`src/shared/eop_pkg.sv`:
```
// constants and types for the energy pulse output control block
// assumes a 25 MHz metering clock and a 32-bit classic wishbone bus
package eop_pkg;
  localparam int ADR_W = 16;
  localparam int DAT_W = 32;
  // register indices; byte address is four times the index
  localparam logic [13:0] IDX_PH_PRI = 14'h287b;
  localparam logic [13:0] IDX_PH_SEC = 14'h287c;
  localparam logic [13:0] IDX_PM = 14'h287d;
  localparam logic [13:0] IDX_CF = 14'h287e;
  localparam logic [13:0] IDX_ST = 14'h287f;
  localparam logic [7:0] REG_RST = 8'h00;
  localparam int PH_TGT = 7;
  localparam int PM_CRP_SEC = 7;
  localparam int PM_CRP_PRI = 6;
  localparam int PM_CF_SEC = 5;
  localparam int PM_CF_PRI = 4;
  localparam int PM_ACC = 3;
  localparam int PM_SWAP = 2;
  localparam int CF_Q_SEC = 6;
  localparam int CF_Q_PRI = 4;
  localparam int CF_SEL_SEC = 2;
  localparam int CF_SEL_PRI = 0;
  localparam int ST_CRP_PRI = 7;
  localparam int ST_CRP_SEC = 6;
  localparam int ST_WD = 4;
  localparam int ST_LOW_SEC = 2;
  localparam int ST_LOW_PRI = 0;
  localparam int CLK_HZ = 25_000_000;
  localparam int MS_CYCLES = CLK_HZ / 1000;
  localparam int PW_MS_0 = 80;
  localparam int PW_MS_1 = 40;
  localparam int PW_MS_2 = 20;
  localparam int PW_MS_3 = 10;
  localparam logic [5:0] NEED_X1 = 6'h10;
  localparam logic [5:0] NEED_X4 = 6'h04;
  localparam logic [5:0] NEED_X8 = 6'h02;
  localparam logic [5:0] NEED_X16 = 6'h01;
  localparam logic [1:0] ESEL_POS = 2'h1;
  localparam logic [1:0] ESEL_NEG = 2'h2;
  localparam logic [1:0] PSRC_RMS = 2'h1;
  localparam logic [1:0] PSRC_CONST = 2'h2;
  typedef enum logic [1:0] {SRC_POWER, SRC_RMS, SRC_CONST} eop_src_type;
  typedef enum logic [1:0] {PG_IDLE, PG_HIGH, PG_GAP} eop_pg_state_type;
endpackage

```
`src/shared/eop_pulse_if.sv`:
```
// configuration and events between the control top and one pulse generator
// assumes a single clock domain
`timescale 1ns/1ps
interface eop_pulse_if;
  logic enable;
  logic [1:0] rate;
  logic [1:0] esel;
  logic [1:0] width;
  logic pos_ev;
  logic neg_ev;
  logic pulse;
  logic busy;
  modport gen (input enable, rate, esel, width, pos_ev, neg_ev, output pulse, busy);
  modport ctl (output enable, rate, esel, width, pos_ev, neg_ev, input pulse, busy);
endinterface

```
`src/shared/eop_reg_if.sv`:
```
// decoded register access between the bus slave and the register file
// assumes a single clock domain
`timescale 1ns/1ps
interface eop_reg_if;
  logic wr;
  logic hit;
  logic [2:0] idx;
  logic [7:0] wdata;
  logic [7:0] rdata;
  modport slave (output wr, hit, idx, wdata, input rdata);
  modport regs (input wr, hit, idx, wdata, output rdata);
endinterface

```
`src/rtl/eop_wb_slave.sv`:
```
// classic wishbone slave for the byte registers of the pulse control block
// assumes a master that holds its request until ack and then drops it
`timescale 1ns/1ps
module eop_wb_slave (
  input wire logic mclk,
  input wire logic rstn,
  input wire logic wb_cyc_i,
  input wire logic wb_stb_i,
  input wire logic wb_we_i,
  input wire logic [eop_pkg::ADR_W-1:0] wb_adr_i,
  input wire logic [3:0] wb_sel_i,
  input wire logic [eop_pkg::DAT_W-1:0] wb_dat_i,
  output logic [eop_pkg::DAT_W-1:0] wb_dat_o,
  output logic wb_ack_o,
  eop_reg_if.slave r
);
  logic req;
  assign req = wb_cyc_i && wb_stb_i;
  always_comb begin
    r.hit = 1'b1;
    r.idx = 3'h0;
    unique case (wb_adr_i[eop_pkg::ADR_W-1:2])
      eop_pkg::IDX_PH_PRI: r.idx = 3'h0;
      eop_pkg::IDX_PH_SEC: r.idx = 3'h1;
      eop_pkg::IDX_PM: r.idx = 3'h2;
      eop_pkg::IDX_CF: r.idx = 3'h3;
      eop_pkg::IDX_ST: r.idx = 3'h4;
      default: r.hit = 1'b0;
    endcase
  end
  // write lands on the edge at which the master samples ack
  assign r.wr = req && wb_we_i && wb_ack_o && wb_sel_i[0] && r.hit;
  assign r.wdata = wb_dat_i[7:0];
  always_ff @(posedge mclk or negedge rstn) begin
    if (!rstn) begin
      wb_ack_o <= 1'b0;
    end else begin
      wb_ack_o <= req && !wb_ack_o;
    end
  end
  // unmapped reads answer zero
  always_ff @(posedge mclk or negedge rstn) begin
    if (!rstn) begin
      wb_dat_o <= 32'h0;
    end else if (req && !wb_ack_o && !wb_we_i && r.hit) begin
      wb_dat_o <= {24'h0, r.rdata};
    end else begin
      wb_dat_o <= 32'h0;
    end
  end
endmodule

```
`src/rtl/eop_pulse_gen.sv`:
```
// one energy-to-pulse converter: rate scaled counting and width timing
// assumes fine threshold events as one-cycle pulses on the same clock
`timescale 1ns/1ps
module eop_pulse_gen #(
  parameter int CYC_PER_MS = eop_pkg::MS_CYCLES
) (
  input wire logic mclk,
  input wire logic rstn,
  eop_pulse_if.gen p
);
  if (CYC_PER_MS < 1 || CYC_PER_MS > 1000000) begin : g_chk
    $error("cycles per ms out of range");
  end
  eop_pkg::eop_pg_state_type state;
  logic [5:0] acc;
  logic [1:0] add;
  logic [5:0] need;
  logic [6:0] sum;
  logic [31:0] wid;
  logic [31:0] tmr;
  logic [31:0] hi_cnt;
  logic [31:0] wid_lat;
  logic fire;
  logic pend;
  always_comb begin
    unique case (p.esel)
      eop_pkg::ESEL_POS: add = {1'b0, p.pos_ev};
      eop_pkg::ESEL_NEG: add = {1'b0, p.neg_ev};
      default: add = {1'b0, p.pos_ev} + {1'b0, p.neg_ev};
    endcase
    unique case (p.rate)
      2'h0: need = eop_pkg::NEED_X1;
      2'h1: need = eop_pkg::NEED_X4;
      2'h2: need = eop_pkg::NEED_X8;
      default: need = eop_pkg::NEED_X16;
    endcase
    unique case (p.width)
      2'h0: wid = 32'(eop_pkg::PW_MS_0 * CYC_PER_MS);
      2'h1: wid = 32'(eop_pkg::PW_MS_1 * CYC_PER_MS);
      2'h2: wid = 32'(eop_pkg::PW_MS_2 * CYC_PER_MS);
      default: wid = 32'(eop_pkg::PW_MS_3 * CYC_PER_MS);
    endcase
  end
  assign sum = {1'b0, acc} + {5'h0, add};
  assign fire = p.enable && (sum >= {1'b0, need});
  always_ff @(posedge mclk or negedge rstn) begin
    if (!rstn) begin
      acc <= 6'h0;
    end else if (fire) begin
      acc <= (sum - {1'b0, need} > 7'h3f) ? 6'h3f : 6'(sum - {1'b0, need});
    end else if (p.enable) begin
      acc <= sum[5:0];
    end
  end
  // a crossing during a pulse or its gap waits in pend; disabling the path drops it
  always_ff @(posedge mclk or negedge rstn) begin
    if (!rstn) begin
      state <= eop_pkg::PG_IDLE;
      tmr <= 32'h0;
      pend <= 1'b0;
      p.pulse <= 1'b0;
      wid_lat <= 32'h0;
    end else begin
      unique case (state)
        eop_pkg::PG_IDLE: begin
          pend <= 1'b0;
          if (fire || (pend && p.enable)) begin
            state <= eop_pkg::PG_HIGH;
            p.pulse <= 1'b1;
            tmr <= wid - 32'h1;
            wid_lat <= wid;
          end
        end
        eop_pkg::PG_HIGH: begin
          pend <= (pend && p.enable) || fire;
          if (tmr == 32'h0) begin
            state <= eop_pkg::PG_GAP;
            p.pulse <= 1'b0;
            tmr <= wid_lat - 32'h1;
          end else begin
            tmr <= tmr - 32'h1;
          end
        end
        eop_pkg::PG_GAP: begin
          pend <= (pend && p.enable) || fire;
          if (tmr == 32'h0) begin
            state <= eop_pkg::PG_IDLE;
          end else begin
            tmr <= tmr - 32'h1;
          end
        end
      endcase
    end
  end
  assign p.busy = (state != eop_pkg::PG_IDLE);
  always_ff @(posedge mclk or negedge rstn) begin
    if (!rstn) begin
      hi_cnt <= 32'h0;
    end else begin
      hi_cnt <= p.pulse ? hi_cnt + 32'h1 : 32'h0;
    end
  end
  a_pulse_width: assert property (@(posedge mclk) disable iff (!rstn)
    $fell(p.pulse) |-> hi_cnt == wid_lat) else $error("pulse width wrong");
  a_pulse_cause: assert property (@(posedge mclk) disable iff (!rstn)
    $rose(p.pulse) |-> $past(fire || pend)) else $error("pulse without crossing");
endmodule

```
`src/rtl/eop_ctrl_top.sv`:
```
// register file, path gating, pin mapping and creep status of the pulse block
// assumes energy crossing events and creep detects come from logic on mclk
//
// Decided for this implementation: register access over Wishbone.
`timescale 1ns/1ps
module eop_ctrl_top #(
  parameter int CYC_PER_MS = eop_pkg::MS_CYCLES
) (
  input wire logic mclk,
  input wire logic rstn,
  input wire logic wb_cyc_i,
  input wire logic wb_stb_i,
  input wire logic wb_we_i,
  input wire logic [eop_pkg::ADR_W-1:0] wb_adr_i,
  input wire logic [3:0] wb_sel_i,
  input wire logic [eop_pkg::DAT_W-1:0] wb_dat_i,
  output logic [eop_pkg::DAT_W-1:0] wb_dat_o,
  output logic wb_ack_o,
  input wire logic primary_pos_event,
  input wire logic primary_neg_event,
  input wire logic secondary_pos_event,
  input wire logic secondary_neg_event,
  input wire logic primary_creep_detect,
  input wire logic secondary_creep_detect,
  output logic pulse_pin_a,
  output logic pulse_pin_b,
  output logic [7:0] primary_delay,
  output logic [7:0] secondary_delay,
  output logic primary_delay_target,
  output logic secondary_delay_target,
  output logic accumulate_enable,
  output eop_pkg::eop_src_type accumulation_source_select,
  output logic primary_noload_enable,
  output logic secondary_noload_enable
);
  if (CYC_PER_MS < 1) begin : g_chk
    $error("cycles per ms must be positive");
  end
  eop_reg_if r ();
  eop_pulse_if p_pri ();
  eop_pulse_if p_sec ();
  logic [7:0] ph_pri;
  logic [7:0] ph_sec;
  logic [7:0] pm;
  logic [7:0] cf;
  logic [5:0] st;
  logic primary_creep_flag;
  logic secondary_creep_flag;

  eop_wb_slave u_bus (
    .mclk(mclk),
    .rstn(rstn),
    .wb_cyc_i(wb_cyc_i),
    .wb_stb_i(wb_stb_i),
    .wb_we_i(wb_we_i),
    .wb_adr_i(wb_adr_i),
    .wb_sel_i(wb_sel_i),
    .wb_dat_i(wb_dat_i),
    .wb_dat_o(wb_dat_o),
    .wb_ack_o(wb_ack_o),
    .r(r.slave)
  );

  // register writes
  always_ff @(posedge mclk or negedge rstn) begin
    if (!rstn) begin
      ph_pri <= eop_pkg::REG_RST;
    end else if (r.wr && r.idx == 3'h0) begin
      ph_pri <= r.wdata & 8'hbf;
    end
  end

  always_ff @(posedge mclk or negedge rstn) begin
    if (!rstn) begin
      ph_sec <= eop_pkg::REG_RST;
    end else if (r.wr && r.idx == 3'h1) begin
      ph_sec <= r.wdata & 8'hbf;
    end
  end

  always_ff @(posedge mclk or negedge rstn) begin
    if (!rstn) begin
      pm <= eop_pkg::REG_RST;
    end else if (r.wr && r.idx == 3'h2) begin
      pm <= r.wdata;
    end
  end

  always_ff @(posedge mclk or negedge rstn) begin
    if (!rstn) begin
      cf <= eop_pkg::REG_RST;
    end else if (r.wr && r.idx == 3'h3) begin
      cf <= r.wdata;
    end
  end

  always_ff @(posedge mclk or negedge rstn) begin
    if (!rstn) begin
      st <= eop_pkg::REG_RST[5:0];
    end else if (r.wr && r.idx == 3'h4) begin
      st <= r.wdata[5:0];
    end
  end

  // register reads; unused bit 6 of the delay controls reads zero
  always_comb begin
    unique case (r.idx)
      3'h0: r.rdata = ph_pri;
      3'h1: r.rdata = ph_sec;
      3'h2: r.rdata = pm;
      3'h3: r.rdata = cf;
      3'h4: r.rdata = {primary_creep_flag, secondary_creep_flag, st};
      default: r.rdata = 8'h00;
    endcase
  end

  // 8-bit delays, 0.0055 degree per step at the 3.2768 MHz sampling rate
  assign primary_delay = {ph_pri[5:0], st[eop_pkg::ST_LOW_PRI+:2]};
  assign secondary_delay = {ph_sec[5:0], st[eop_pkg::ST_LOW_SEC+:2]};
  assign primary_delay_target = ph_pri[eop_pkg::PH_TGT];
  assign secondary_delay_target = ph_sec[eop_pkg::PH_TGT];
  assign accumulate_enable = pm[eop_pkg::PM_ACC];
  assign primary_noload_enable = pm[eop_pkg::PM_CRP_PRI];
  assign secondary_noload_enable = pm[eop_pkg::PM_CRP_SEC];

  always_ff @(posedge mclk or negedge rstn) begin
    if (!rstn) begin
      accumulation_source_select <= eop_pkg::SRC_POWER;
    end else begin
      unique case (pm[1:0])
        eop_pkg::PSRC_RMS: accumulation_source_select <= eop_pkg::SRC_RMS;
        eop_pkg::PSRC_CONST: accumulation_source_select <= eop_pkg::SRC_CONST;
        default: accumulation_source_select <= eop_pkg::SRC_POWER;
      endcase
    end
  end

  // creep flags follow detection only while detection is enabled
  always_ff @(posedge mclk or negedge rstn) begin
    if (!rstn) begin
      primary_creep_flag <= 1'b0;
    end else begin
      primary_creep_flag <= primary_noload_enable && primary_creep_detect;
    end
  end

  always_ff @(posedge mclk or negedge rstn) begin
    if (!rstn) begin
      secondary_creep_flag <= 1'b0;
    end else begin
      secondary_creep_flag <= secondary_noload_enable && secondary_creep_detect;
    end
  end

  // a creeping path stops converting energy
  assign p_pri.enable = accumulate_enable && pm[eop_pkg::PM_CF_PRI]
    && !primary_creep_flag;
  assign p_sec.enable = accumulate_enable && pm[eop_pkg::PM_CF_SEC]
    && !secondary_creep_flag;
  assign p_pri.rate = cf[eop_pkg::CF_Q_PRI+:2];
  assign p_sec.rate = cf[eop_pkg::CF_Q_SEC+:2];
  assign p_pri.esel = cf[eop_pkg::CF_SEL_PRI+:2];
  assign p_sec.esel = cf[eop_pkg::CF_SEL_SEC+:2];
  assign p_pri.width = st[eop_pkg::ST_WD+:2];
  assign p_sec.width = st[eop_pkg::ST_WD+:2];
  assign p_pri.pos_ev = primary_pos_event;
  assign p_pri.neg_ev = primary_neg_event;
  assign p_sec.pos_ev = secondary_pos_event;
  assign p_sec.neg_ev = secondary_neg_event;

  eop_pulse_gen #(
    .CYC_PER_MS(CYC_PER_MS)
  ) u_pg_pri (
    .mclk(mclk),
    .rstn(rstn),
    .p(p_pri.gen)
  );

  eop_pulse_gen #(
    .CYC_PER_MS(CYC_PER_MS)
  ) u_pg_sec (
    .mclk(mclk),
    .rstn(rstn),
    .p(p_sec.gen)
  );

  // pin mapping; clearing PM_CF_PRI or PM_CF_SEC cuts that path's registered pin off one cycle later, even mid-pulse
  logic pri_out;
  logic sec_out;
  assign pri_out = p_pri.pulse && pm[eop_pkg::PM_CF_PRI];
  assign sec_out = p_sec.pulse && pm[eop_pkg::PM_CF_SEC];
  always_ff @(posedge mclk or negedge rstn) begin
    if (!rstn) begin
      pulse_pin_a <= 1'b0;
    end else begin
      pulse_pin_a <= pm[eop_pkg::PM_SWAP] ? sec_out : pri_out;
    end
  end

  always_ff @(posedge mclk or negedge rstn) begin
    if (!rstn) begin
      pulse_pin_b <= 1'b0;
    end else begin
      pulse_pin_b <= pm[eop_pkg::PM_SWAP] ? pri_out : sec_out;
    end
  end

  a_sec_delay_up: assert property (@(posedge mclk) disable iff (!rstn)
    (r.wr && r.idx == 3'h1) |=> secondary_delay[7:2] == $past(r.wdata[5:0]))
    else $error("secondary delay upper bits not taken");
  a_sec_delay_low: assert property (@(posedge mclk) disable iff (!rstn)
    (r.wr && r.idx == 3'h4) |=> secondary_delay[1:0] == $past(r.wdata[3:2]))
    else $error("secondary delay lower bits not taken");
  a_pri_delay_low: assert property (@(posedge mclk) disable iff (!rstn)
    (r.wr && r.idx == 3'h4) |=> primary_delay[1:0] == $past(r.wdata[1:0])
    && primary_delay[7:2] == $past(ph_pri[5:0]))
    else $error("primary delay not formed");
  a_noload_off: assert property (@(posedge mclk) disable iff (!rstn)
    !primary_noload_enable |=> !primary_creep_flag)
    else $error("creep flag while detection off");
  a_creep_report: assert property (@(posedge mclk) disable iff (!rstn)
    (primary_noload_enable && primary_creep_detect && !r.wr) |=> r.idx != 3'h4
    || r.rdata[eop_pkg::ST_CRP_PRI])
    else $error("primary creep not reported");
  a_creep_sec: assert property (@(posedge mclk) disable iff (!rstn)
    secondary_creep_flag |-> $past(secondary_noload_enable && secondary_creep_detect))
    else $error("secondary creep flag without cause");
  a_pulse_gate: assert property (@(posedge mclk) disable iff (!rstn)
    (!pm[eop_pkg::PM_CF_PRI] && !pm[eop_pkg::PM_CF_SEC]) |=> !pulse_pin_a && !pulse_pin_b)
    else $error("pulse out while disabled");
  a_acc_gate: assert property (@(posedge mclk) disable iff (!rstn)
    $rose(p_pri.pulse) |-> $past(accumulate_enable))
    else $error("pulse started with accumulation off");
  a_pin_swap: assert property (@(posedge mclk) disable iff (!rstn)
    (pm[eop_pkg::PM_SWAP] && pri_out) |=> pulse_pin_b)
    else $error("swapped primary not on pin b");
  a_pin_direct: assert property (@(posedge mclk) disable iff (!rstn)
    (!pm[eop_pkg::PM_SWAP] && pri_out) |=> pulse_pin_a)
    else $error("primary not on pin a");
  a_src_const: assert property (@(posedge mclk) disable iff (!rstn)
    (pm[1:0] == eop_pkg::PSRC_CONST) |=> accumulation_source_select == eop_pkg::SRC_CONST
    || $past(r.wr))
    else $error("constant source not selected");
  a_rate_x16: assert property (@(posedge mclk) disable iff (!rstn)
    (p_sec.enable && p_sec.rate == 2'h3 && p_sec.esel == eop_pkg::ESEL_POS
    && secondary_pos_event && !p_sec.busy) |=> p_sec.pulse)
    else $error("x16 rate missed a pulse");
  a_neg_only: assert property (@(posedge mclk) disable iff (!rstn)
    (p_pri.rate == 2'h3 && p_pri.esel == eop_pkg::ESEL_NEG && !p_pri.busy
    && !primary_neg_event && !primary_pos_event && !u_pg_pri.pend
    && u_pg_pri.acc == 6'h0) |=> !p_pri.pulse)
    else $error("pulse without selected energy");
  a_target_pri: assert property (@(posedge mclk) disable iff (!rstn)
    (r.wr && r.idx == 3'h0) |=> primary_delay_target == $past(r.wdata[7]))
    else $error("delay target not taken");
  a_reset_zero: assert property (@(posedge mclk)
    $rose(rstn) |-> pm == 8'h00 && cf == 8'h00 && st == 6'h00 && !pulse_pin_a)
    else $error("control not zero after reset");

  // expected pulse width in cycles, reckoned apart from the generators
  logic [31:0] wid_exp;
  always_comb begin
    unique case (st[eop_pkg::ST_WD+:2])
      2'h0: wid_exp = 32'(eop_pkg::PW_MS_0 * CYC_PER_MS);
      2'h1: wid_exp = 32'(eop_pkg::PW_MS_1 * CYC_PER_MS);
      2'h2: wid_exp = 32'(eop_pkg::PW_MS_2 * CYC_PER_MS);
      default: wid_exp = 32'(eop_pkg::PW_MS_3 * CYC_PER_MS);
    endcase
  end

  a_ack_single: assert property (@(posedge mclk) disable iff (!rstn)
    wb_ack_o |=> !wb_ack_o) else $error("ack held too long");

  a_ack_cause: assert property (@(posedge mclk) disable iff (!rstn)
    wb_ack_o |-> $past(wb_cyc_i && wb_stb_i)) else $error("ack without request");

  a_rdata_idle: assert property (@(posedge mclk) disable iff (!rstn)
    !wb_ack_o |-> wb_dat_o == 32'h0) else $error("read data outside ack");

  a_regs_hold: assert property (@(posedge mclk) disable iff (!rstn)
    !r.wr |=> $stable(ph_pri) && $stable(ph_sec) && $stable(pm) && $stable(cf) && $stable(st))
    else $error("register changed without write");

  a_pri_delay_up: assert property (@(posedge mclk) disable iff (!rstn)
    (r.wr && r.idx == 3'h0) |=> primary_delay[7:2] == $past(r.wdata[5:0]))
    else $error("primary delay upper bits not taken");

  a_sec_target: assert property (@(posedge mclk) disable iff (!rstn)
    (r.wr && r.idx == 3'h1) |=> secondary_delay_target == $past(r.wdata[7]))
    else $error("secondary delay target not taken");

  a_noload_sec_off: assert property (@(posedge mclk) disable iff (!rstn)
    !secondary_noload_enable |=> !secondary_creep_flag)
    else $error("secondary creep flag while detection off");

  a_src_rms: assert property (@(posedge mclk) disable iff (!rstn)
    (pm[1:0] == eop_pkg::PSRC_RMS) |=> accumulation_source_select == eop_pkg::SRC_RMS)
    else $error("rms source not selected");

  a_src_power: assert property (@(posedge mclk) disable iff (!rstn)
    (pm[1:0] == 2'h0 || pm[1:0] == 2'h3) |=> accumulation_source_select == eop_pkg::SRC_POWER)
    else $error("power source not selected");

  a_sec_pin_direct: assert property (@(posedge mclk) disable iff (!rstn)
    (!pm[eop_pkg::PM_SWAP] && sec_out) |=> pulse_pin_b) else $error("secondary not on pin b");

  a_sec_pin_swap: assert property (@(posedge mclk) disable iff (!rstn)
    (pm[eop_pkg::PM_SWAP] && sec_out) |=> pulse_pin_a) else $error("secondary not on pin a");

  a_width_pri: assert property (@(posedge mclk) disable iff (!rstn)
    $rose(p_pri.pulse) |-> u_pg_pri.wid_lat == $past(wid_exp))
    else $error("primary pulse width not latched");

  a_width_sec: assert property (@(posedge mclk) disable iff (!rstn)
    $rose(p_sec.pulse) |-> u_pg_sec.wid_lat == $past(wid_exp))
    else $error("secondary pulse width not latched");

  a_rate_x1: assert property (@(posedge mclk) disable iff (!rstn)
    (p_pri.rate == 2'h0 && u_pg_pri.acc <= 6'hd && !u_pg_pri.pend && !p_pri.busy)
    |=> !p_pri.pulse) else $error("x1 rate pulsed early");

  a_rate_x4: assert property (@(posedge mclk) disable iff (!rstn)
    (p_sec.rate == 2'h1 && u_pg_sec.acc <= 6'h1 && !u_pg_sec.pend && !p_sec.busy)
    |=> !p_sec.pulse) else $error("x4 rate pulsed early");

  c_pin_a_pulse: cover property (@(posedge mclk) disable iff (!rstn) $rose(pulse_pin_a));
  c_swapped: cover property (@(posedge mclk) disable iff (!rstn)
    pm[eop_pkg::PM_SWAP] && $rose(pulse_pin_b));
  c_creep: cover property (@(posedge mclk) disable iff (!rstn) $rose(secondary_creep_flag));
  c_read_ack: cover property (@(posedge mclk) disable iff (!rstn) wb_ack_o && !wb_we_i);
  c_rate_x1: cover property (@(posedge mclk) disable iff (!rstn) $rose(p_pri.pulse) && p_pri.rate == 2'h0);
endmodule

```
`config.mk`:
```
export PLATFORM = sky130hd
export DESIGN_NAME = eop_ctrl_top
export DESIGN_NICKNAME = d
export VERILOG_FILES = /design/src/shared/eop_pkg.sv /design/src/shared/eop_pulse_if.sv /design/src/shared/eop_reg_if.sv /design/src/rtl/eop_wb_slave.sv /design/src/rtl/eop_pulse_gen.sv /design/src/rtl/eop_ctrl_top.sv
export SDC_FILE = /design/constraint.sdc
export NUM_CORES = 1
export LEC_CHECK = 0
export ABC_AREA = 1
export BUFFER_PORTS_ARGS = -buffer_cell sky130_fd_sc_hd__buf_2
export CAP_MARGIN = 20
export CORE_MARGIN = 8
export CORE_UTILIZATION = 60
export CTS_BUF_LIST = sky130_fd_sc_hd__clkbuf_4 sky130_fd_sc_hd__clkbuf_8 sky130_fd_sc_hd__clkbuf_16
export DETAILED_ROUTE_END_ITERATION = 10
export PLACE_DENSITY = 0.81
export SETUP_SLACK_MARGIN = 0.02
export SLEW_MARGIN = 40
export SYNTH_ARGS = -nofsm -noshare
export SYNTH_HDL_FRONTEND = slang
export SYNTH_SLANG_ARGS = --single-unit
export TNS_END_PERCENT = 50
```
`constraint.sdc`:
```
create_clock -name mclk -period 9.1 [get_ports mclk]
set_input_delay 0.91 -clock mclk [delete_from_list [all_inputs] [get_ports mclk]]
set_output_delay 0.91 -clock mclk [all_outputs]
set_load 0.02 [all_outputs]
```
==> impl_metrics.py, run 1 <==
metrics = {
    "outcome": {
        "status": "completed",
    },
    "synthesis": {
        "synth_flop_cell": "dfrtp_1",
        "netlist_area_sq_mm": 0.0118,
        "ys_ff_latch": 157,
        "synth-async-reset-ratio_pct": 100,
        "ys_warn_count": 0,
        "synth_edf_count": 0,
        "synthDistinctLibCells": 50,
        "syn_area_per_cell_sq_um": 6.62,
        "postSynthCellCount": 1789,
        "seq_area_frac_synth_pct": 33.2,
    },
    "cts": {
        "post-cts-setup-buffers": 0,
        "cts.repair.resized": 0,
        "cts.sinks": 157,
        "cts.clk_slew.worst_paths_ns": 0.07,
        "hold_buffers": 0,
        "ctsLongestPathBuffers": 2,
        "cts_tree": "built",
        "clk_latency_ns": 0.43,
        "ctsHtreeMaxLevel": 4,
        "cts_buffers": 17,
        "cts_root_buf": "clkbuf_16",
    },
    "finish": {
        "diodes": 0,
        "seq_area_sq_mm": 0.00393,
        "drive_gt1_share_pct": 8.37,
        "nets": 1932,
        "area_delta_synth_final_pct": 8.06,
        "multi_input_area_sq_mm": 0.00686,
        "layout_commonest_cell": "nand2_1",
        "stdcell_count": 2105,
        "final.fill_count": 1756,
        "final_cell_mix": "nand2_1 (597), nor2_1 (206), nand3_1 (202)",
    },
    "drt": {
        "ant_nets": 0,
        "dr.pass1.iters": 5,
        "drc": 0,
        "wirelength_um": 32200,
        "via_count": 11800,
        "drt_iter0_drc": 1013,
        "wl_per_cell_um": 15.3,
        "routed_via_density": 5.60,
    },
    "power_and_ir_drop": {
        "max-vdd-ir-drop_v": 0.000124,
        "leakagePower_nw": 7.07,
        "p_per_area_mw_per_mm2": 120,
        "power_mw": 1.53,
    },
    "sta": {
        "rsz0062_at_grt": "no",
        "drv_slew": 0,
        "setup_tns_ns": 0,
        "max_freq_mhz": 224,
        "post-route-period-util_pct": 49.1,
        "fin_crit_ns": 4.47,
        "max_slew_margin_pct": 47.7,
        "worst_pin_slew_ns": 0.785,
        "finalHoldWorstSlack_ns": 0.472,
        "skew_ns": 0.0136,
        "hold_viol": 0,
        "setup_violations": 0,
        "layout_setup_ws_ns": 4.63,
    },
    "global_routing": {
        "grt_util_all_layers_pct": 26.8,
        "grt_pass1_vias": 11300,
        "grt_overflow": 0,
        "antenna_found_initial": 0,
        "grt_pass1_wl_um": 53800,
        "grt_max_degree": 84,
    },
    "die": {
        "die_h_um": 156,
        "core_sq_mm": 0.0194,
        "die_width_um": 156,
        "initial_core_util_pct": 61.0,
        "pin_count": 121,
        "dieArea_sq_mm": 0.0245,
        "placementRows": 51,
    },
    "placement": {
        "gp_congestion": 0.940,
        "dp_slack_ns": 4.34,
        "dp_cells": 2073,
        "io_buffers": 67,
        "dp_hpwl_um": 23500,
    },
    "critical_path": {
        "r2r-start": "cf[2]$_DFFE_PN0P_",
        "worstPathRequired_ns": 9.46,
        "crit_start": "cf[2]$_DFFE_PN0P_",
        "cp.arrival_ns": 4.83,
        "worstSetupPathType": "register to register",
        "critPathLaunchType": "register",
        "cp-end-kind": "register",
        "crit_fanout": 38,
    },
    "job": {
        "cap_violations": 0,
    },
    "hold_path": {
        "hold_path_startpoint": "u_pg_pri.tmr[1]$_DFFE_PN0P_",
        "hp-class": "register to register",
    },
}
## flip-flops by register name, summed over array words and instances, names as in the netlist, 2 cells and up
signal,flops
u_pg_sec.acc,6
u_pg_sec.state,2
u_pg_pri.acc,6
cf,8
u_pg_sec.wid_lat,11
ph_pri,7
u_pg_pri.tmr,32
accumulation_source_select,2
ph_sec,7
u_pg_pri.state,2
u_pg_sec.tmr,32
st,6
u_pg_pri.wid_lat,11
pm,8
u_bus.wb_dat_o,8
## metal layers
metal	wire (um)	GRT usage [%]	share of wire (%)
met2	15000	43.7	47
met4	712	9.15	2.2
met1	14100	35.4	44
met3	2390	4.66	7.4
met5	0	0	0
## path summary, 6_finish.rpt
kind	end	slack [ns]	cells past startpoint
worst min-delay path	u_pg_pri.tmr[1]$_DFFE_PN0P_	0.47	2
worst min register to register	u_pg_pri.tmr[1]$_DFFE_PN0P_	0.47	2
worst max-delay path	u_pg_sec.tmr[14]$_DFFE_PN0P_	4.63	21
min in group asynchronous	u_pg_sec.acc[2]$_DFFE_PN0P_	0.51	1
worst max register to register	u_pg_sec.tmr[14]$_DFFE_PN0P_	4.63	21
max in group asynchronous	u_pg_pri.tmr[13]$_DFFE_PN0P_	7.41	2
## power by group
part / total [mW] / leakage, nW / internal [mW] / switching, mW
clock network: 0.729 / 0.299 / 0.375 / 0.354
registers: 0.698 / 2.12 / 0.697 / 0.000187
logic: 0.103 / 4.65 / 0.0309 / 0.0724
total: 1.53 / 7.07 / 1.10 / 0.427
## area by class of cell
class                   count  share of cell area (%)
multi-input cells        1404                    53.7
flip-flops and latches    157                    30.7
inverters                 174                    5.11
clock buffers              17                    3.33
repair buffers             73                    3.07
well taps                 265                    2.59
clock inverters            15                    1.52
## kinds of logic (layout without fill, tap and decap cells)
family	after synthesis	in the layout	synth area share, %
buffers and inverters	251	279	9.64
DFF	157	157	33.2
other	1	24	0.0317
xor gates and xnor gates	51	51	3.77
AOI/OAI and AO/OA	182	182	8.37
and+or+nand+nor	1105	1105	40.3
adders and majority gates	42	42	4.69
## critical path, cell delays in order, from the launching register on
cell and delay, ns:
dfrtp_1 0.39, inv_1 0.09, ha_1 0.33, a221o_1 0.26, o21ai_0 0.07, inv_1 0.06, ha_1 0.22, fa_1 0.43
xor2_1 0.28, ha_1 0.32, nand2_1 0.08, nand2_1 0.04, nor2_1 0.18, nand2_1 0.08, nand2_1 0.08, nand3_1 0.12
o21ai_2 0.19, nand3_1 0.09, buf_4 0.27, nand2_2 0.53, nand2_1 0.14, nand2_1 0.10
## stage by stage
step / instance area [sq um] / util (%)
after floorplan: 11900 / -
after detailed placement: 12200 / 62.7
after global placement: 12200 / 62.6
final: 12800 / 65.9
after CTS: 12800 / 65.9
after global routing: 12800 / 65.9
## synthesized netlist by cell type (2+ instances only)
cell      count  share of area (%)
nand2_1     598                 19
nor2_1      206                6.5
nand3_1     202                8.5
inv_1       172                5.5
dfrtp_1     157                 33
o21ai_0      88                3.7
a21oi_1      51                2.2
buf_4        38                2.4
ha_1         38                4.0
xor2_1       32                2.4
nand4_1      31                1.6
clkbuf_1     20               0.63
xnor2_1      19                1.4
nor3_1       15               0.63
o21ai_1      15               0.63
o211ai_1     10               0.63
buf_2         9               0.38
nor2_2        7               0.37
o21bai_1      7               0.44
or2_2         7               0.37
buf_6         6               0.57
nand2_2       6               0.32
nor2_4        6               0.57
nand2_4       5               0.48
buf_1         4               0.13
fa_1          4               0.68
nor4_1        4               0.21
a31oi_1       3               0.16
nand3_2       3               0.25
nand3b_1      3               0.19
a221o_1       2               0.17
and3_1        2               0.11
o22ai_1       2               0.11
No activity file was read; power rests on OpenSTA's default activity.
==> inputs of run 2 (changes only) <==
Clock period 9.1 ns to 4.3 ns, I/O delays scaled along.
==> run 2 against run 1 <==
  * Die area unchanged
  * Hold slack got worse by 0.29 ns
  * Largest power group unchanged
  * Non-clock buffer count increased by 13
  * First-iteration DRC count increased by 15%
  * Clock skew increased by 0.00078 ns
  * Critical path depth unchanged
  * Largest cell class unchanged
==> impl_metrics.py, run 2 (same netlist as run 1, synthesis figures left out) <==
metrics = {
    "sta": {
        "hold_viol": 0,
        "max_freq_mhz": 254,
        "drv_slew": 0,
        "skew_ns": 0.0144,
        "max_slew_margin_pct": 44.6,
        "setup_violations": 0,
        "worst_pin_slew_ns": 0.825,
        "setup_tns_ns": 0,
        "finalHoldWorstSlack_ns": 0.186,
        "post-route-period-util_pct": 91.5,
        "rsz0062_at_grt": "no",
        "fin_crit_ns": 3.93,
    },
    "finish": {
        "layout_commonest_cell": "nand2_1",
        "utilization_pct": 66.6,
        "area_delta_synth_final_pct": 9.12,
        "drive_gt1_share_pct": 8.90,
        "final.fill_count": 1726,
        "seq_area_sq_mm": 0.00393,
        "multi_input_area_sq_mm": 0.00686,
        "final_cell_mix": "nand2_1 (598), nor2_1 (205), nand3_1 (202)",
        "diodes": 0,
        "reg_top3": "u_pg_pri.tmr: 32 flops, u_pg_sec.tmr: 32 flops",
        "nets": 1945,
    },
    "cts": {
        "cts.sinks": 157,
        "post-cts-setup-buffers": 0,
        "cts_tree": "built",
        "ctsHtreeMaxLevel": 4,
        "clk_latency_ns": 0.44,
        "cts_buffers": 17,
        "cts_root_buf": "clkbuf_16",
        "cts.clk_slew.worst_paths_ns": 0.08,
        "ctsLongestPathBuffers": 2,
    },
    "global_routing": {
        "antenna_found_initial": 0,
        "grt_max_degree": 102,
        "grt_pass1_vias": 11100,
        "grt_util_all_layers_pct": 27.0,
        "grt_overflow": 0,
        "grt_pass1_wl_um": 53400,
    },
    "drt": {
        "wirelength_um": 32500,
        "dr.pass1.iters": 6,
        "routed_via_density": 5.59,
        "via_count": 11800,
        "drt_iter0_drc": 1169,
        "wl_per_cell_um": 15.3,
        "ant_nets": 0,
        "drc": 0,
    },
    "die": {
        "initial_core_util_pct": 61.0,
        "pin_count": 121,
        "die_h_um": 156,
        "dieArea_sq_mm": 0.0245,
        "die_width_um": 156,
        "core_sq_mm": 0.0194,
        "placementRows": 51,
    },
    "power_and_ir_drop": {
        "swShare_pct": 28.1,
        "intPower_mw": 2.34,
        "pwr-share-clk_pct": 47.7,
        "p_comb_share_pct": 6.9,
        "p_per_area_mw_per_mm2": 252,
        "max-vdd-ir-drop_v": 0.000290,
        "p_sw_uw": 914,
        "leakagePower_nw": 7.14,
        "seqPwrFrac_pct": 45.4,
    },
    "outcome": {
        "status": "completed",
    },
    "critical_path": {
        "worstSetupPathType": "register to register",
        "ff2ff_setup_slack_ns": 0.37,
        "worstPathRequired_ns": 4.63,
        "critPathLaunchType": "register",
        "cp.arrival_ns": 4.26,
        "cp-end-kind": "register",
        "crit_fanout": 21,
    },
    "placement": {
        "dp_hpwl_um": 23500,
        "io_buffers": 67,
        "gp_congestion": 0.962,
    },
    "job": {
        "cap_violations": 0,
    },
    "hold_path": {
        "hp-class": "input pin to register",
    },
}
run 2: cell types whose count changed in the layout (fill, tap and decap cells not counted), sizes merged:
| cell | before | now |
|---|---|---|
| buf | 72 | 85 |
| clkbuf | 18 | 17 |
| clkinv | 10 | 9 |
| clkinvlp | 0 | 1 |
| dlygate4sd3 | 0 | 1 |
run 2: path summary, 6_finish.rpt:
| check | startpoint | endpoint | cells past startpoint |
|---|---|---|---|
| hold reg to reg | u_pg_pri.tmr[1]$_DFFE_PN0P_ | u_pg_pri.tmr[1]$_DFFE_PN0P_ | 2 |
| setup / recovery | cf[0]$_DFFE_PN0P_ | u_pg_pri.p.pulse$_DFFE_PN0P_ | 21 |
| max in group asynchronous | rstn | ph_sec[4]$_DFFE_PN0P_ | 3 |
| min in group asynchronous | rstn | u_pg_sec.acc[5]$_DFFE_PN0P_ | 2 |
| hold / removal | secondary_creep_detect | secondary_creep_flag$_DFF_PN0_ | 3 |
| setup reg to reg | cf[0]$_DFFE_PN0P_ | u_pg_pri.p.pulse$_DFFE_PN0P_ | 21 |
run 2: power groups by stage:
stage / Clock, mW / Sequential (mW) / Combinational [mW]
2_1_floorplan: 0 / 1.51 / 0.154
3_3_place_gp: 0 / 1.51 / 0.212
3_5_place_dp: 0 / 1.51 / 0.219
4_1_cts: 1.58 / 1.48 / 0.220
5_1_grt: 1.64 / 1.48 / 0.255
6_report: 1.55 / 1.48 / 0.224
run 2: final cells by class:
type,count,share of cell area (%)
multi-input cells,1404,53.1
flip-flops and latches,157,30.4
inverters,174,5.06
repair buffers,86,4.05
clock buffers,17,3.29
well taps,265,2.57
clock inverters,15,1.49
run 2: routing by layer:
layer	vias up	track usage [%]	part of all wire (%)
met5	-	0	0
met4	0	10.3	3.0
met3	77	5.21	8.2
met2	524	43.2	46
met1	5448	35.4	43
li1	5796	-	-
run 2: timing repair:
item | 4_1_cts | 5_1_grt
endpoints found under the setup margin | 0 | 16
hold endpoints to repair | 0 | 27
resized for setup | 0 | 1
hold buffers | 0 | 1
run 2: critical path, cell delays in order, from the launching register on:
cell     delay, ns
dfrtp_1       0.37
inv_1         0.06
ha_1          0.32
a221o_1       0.26
o21ai_0       0.07
inv_1         0.08
ha_1          0.23
fa_1          0.45
xor2_1        0.21
ha_1          0.38
nand2_1       0.07
o21ai_1       0.21
nor2_1        0.09
nor2_2        0.17
nor2_4        0.07
nand2_4       0.10
nand2_4       0.09
nand3_4       0.11
buf_4         0.27
nand2_1       0.10
nand2_1       0.07
nand2_1       0.05
run 2: metrics by stage:
stage / instances / power [mW] / setup WS (ns) / instance area [sq um]
floorplan: 1812 / 1.66 / 0.804 / 11900
global placement: 2084 / 1.72 / 0.426 / 12200
detailed placement: 2084 / 1.72 / 0.346 / 12300
CTS: 2116 / 3.28 / 0.303 / 12900
global route: 2118 / 3.37 / 0.0552 / 12900
finish: 2118 / 3.25 / 0.365 / 12900
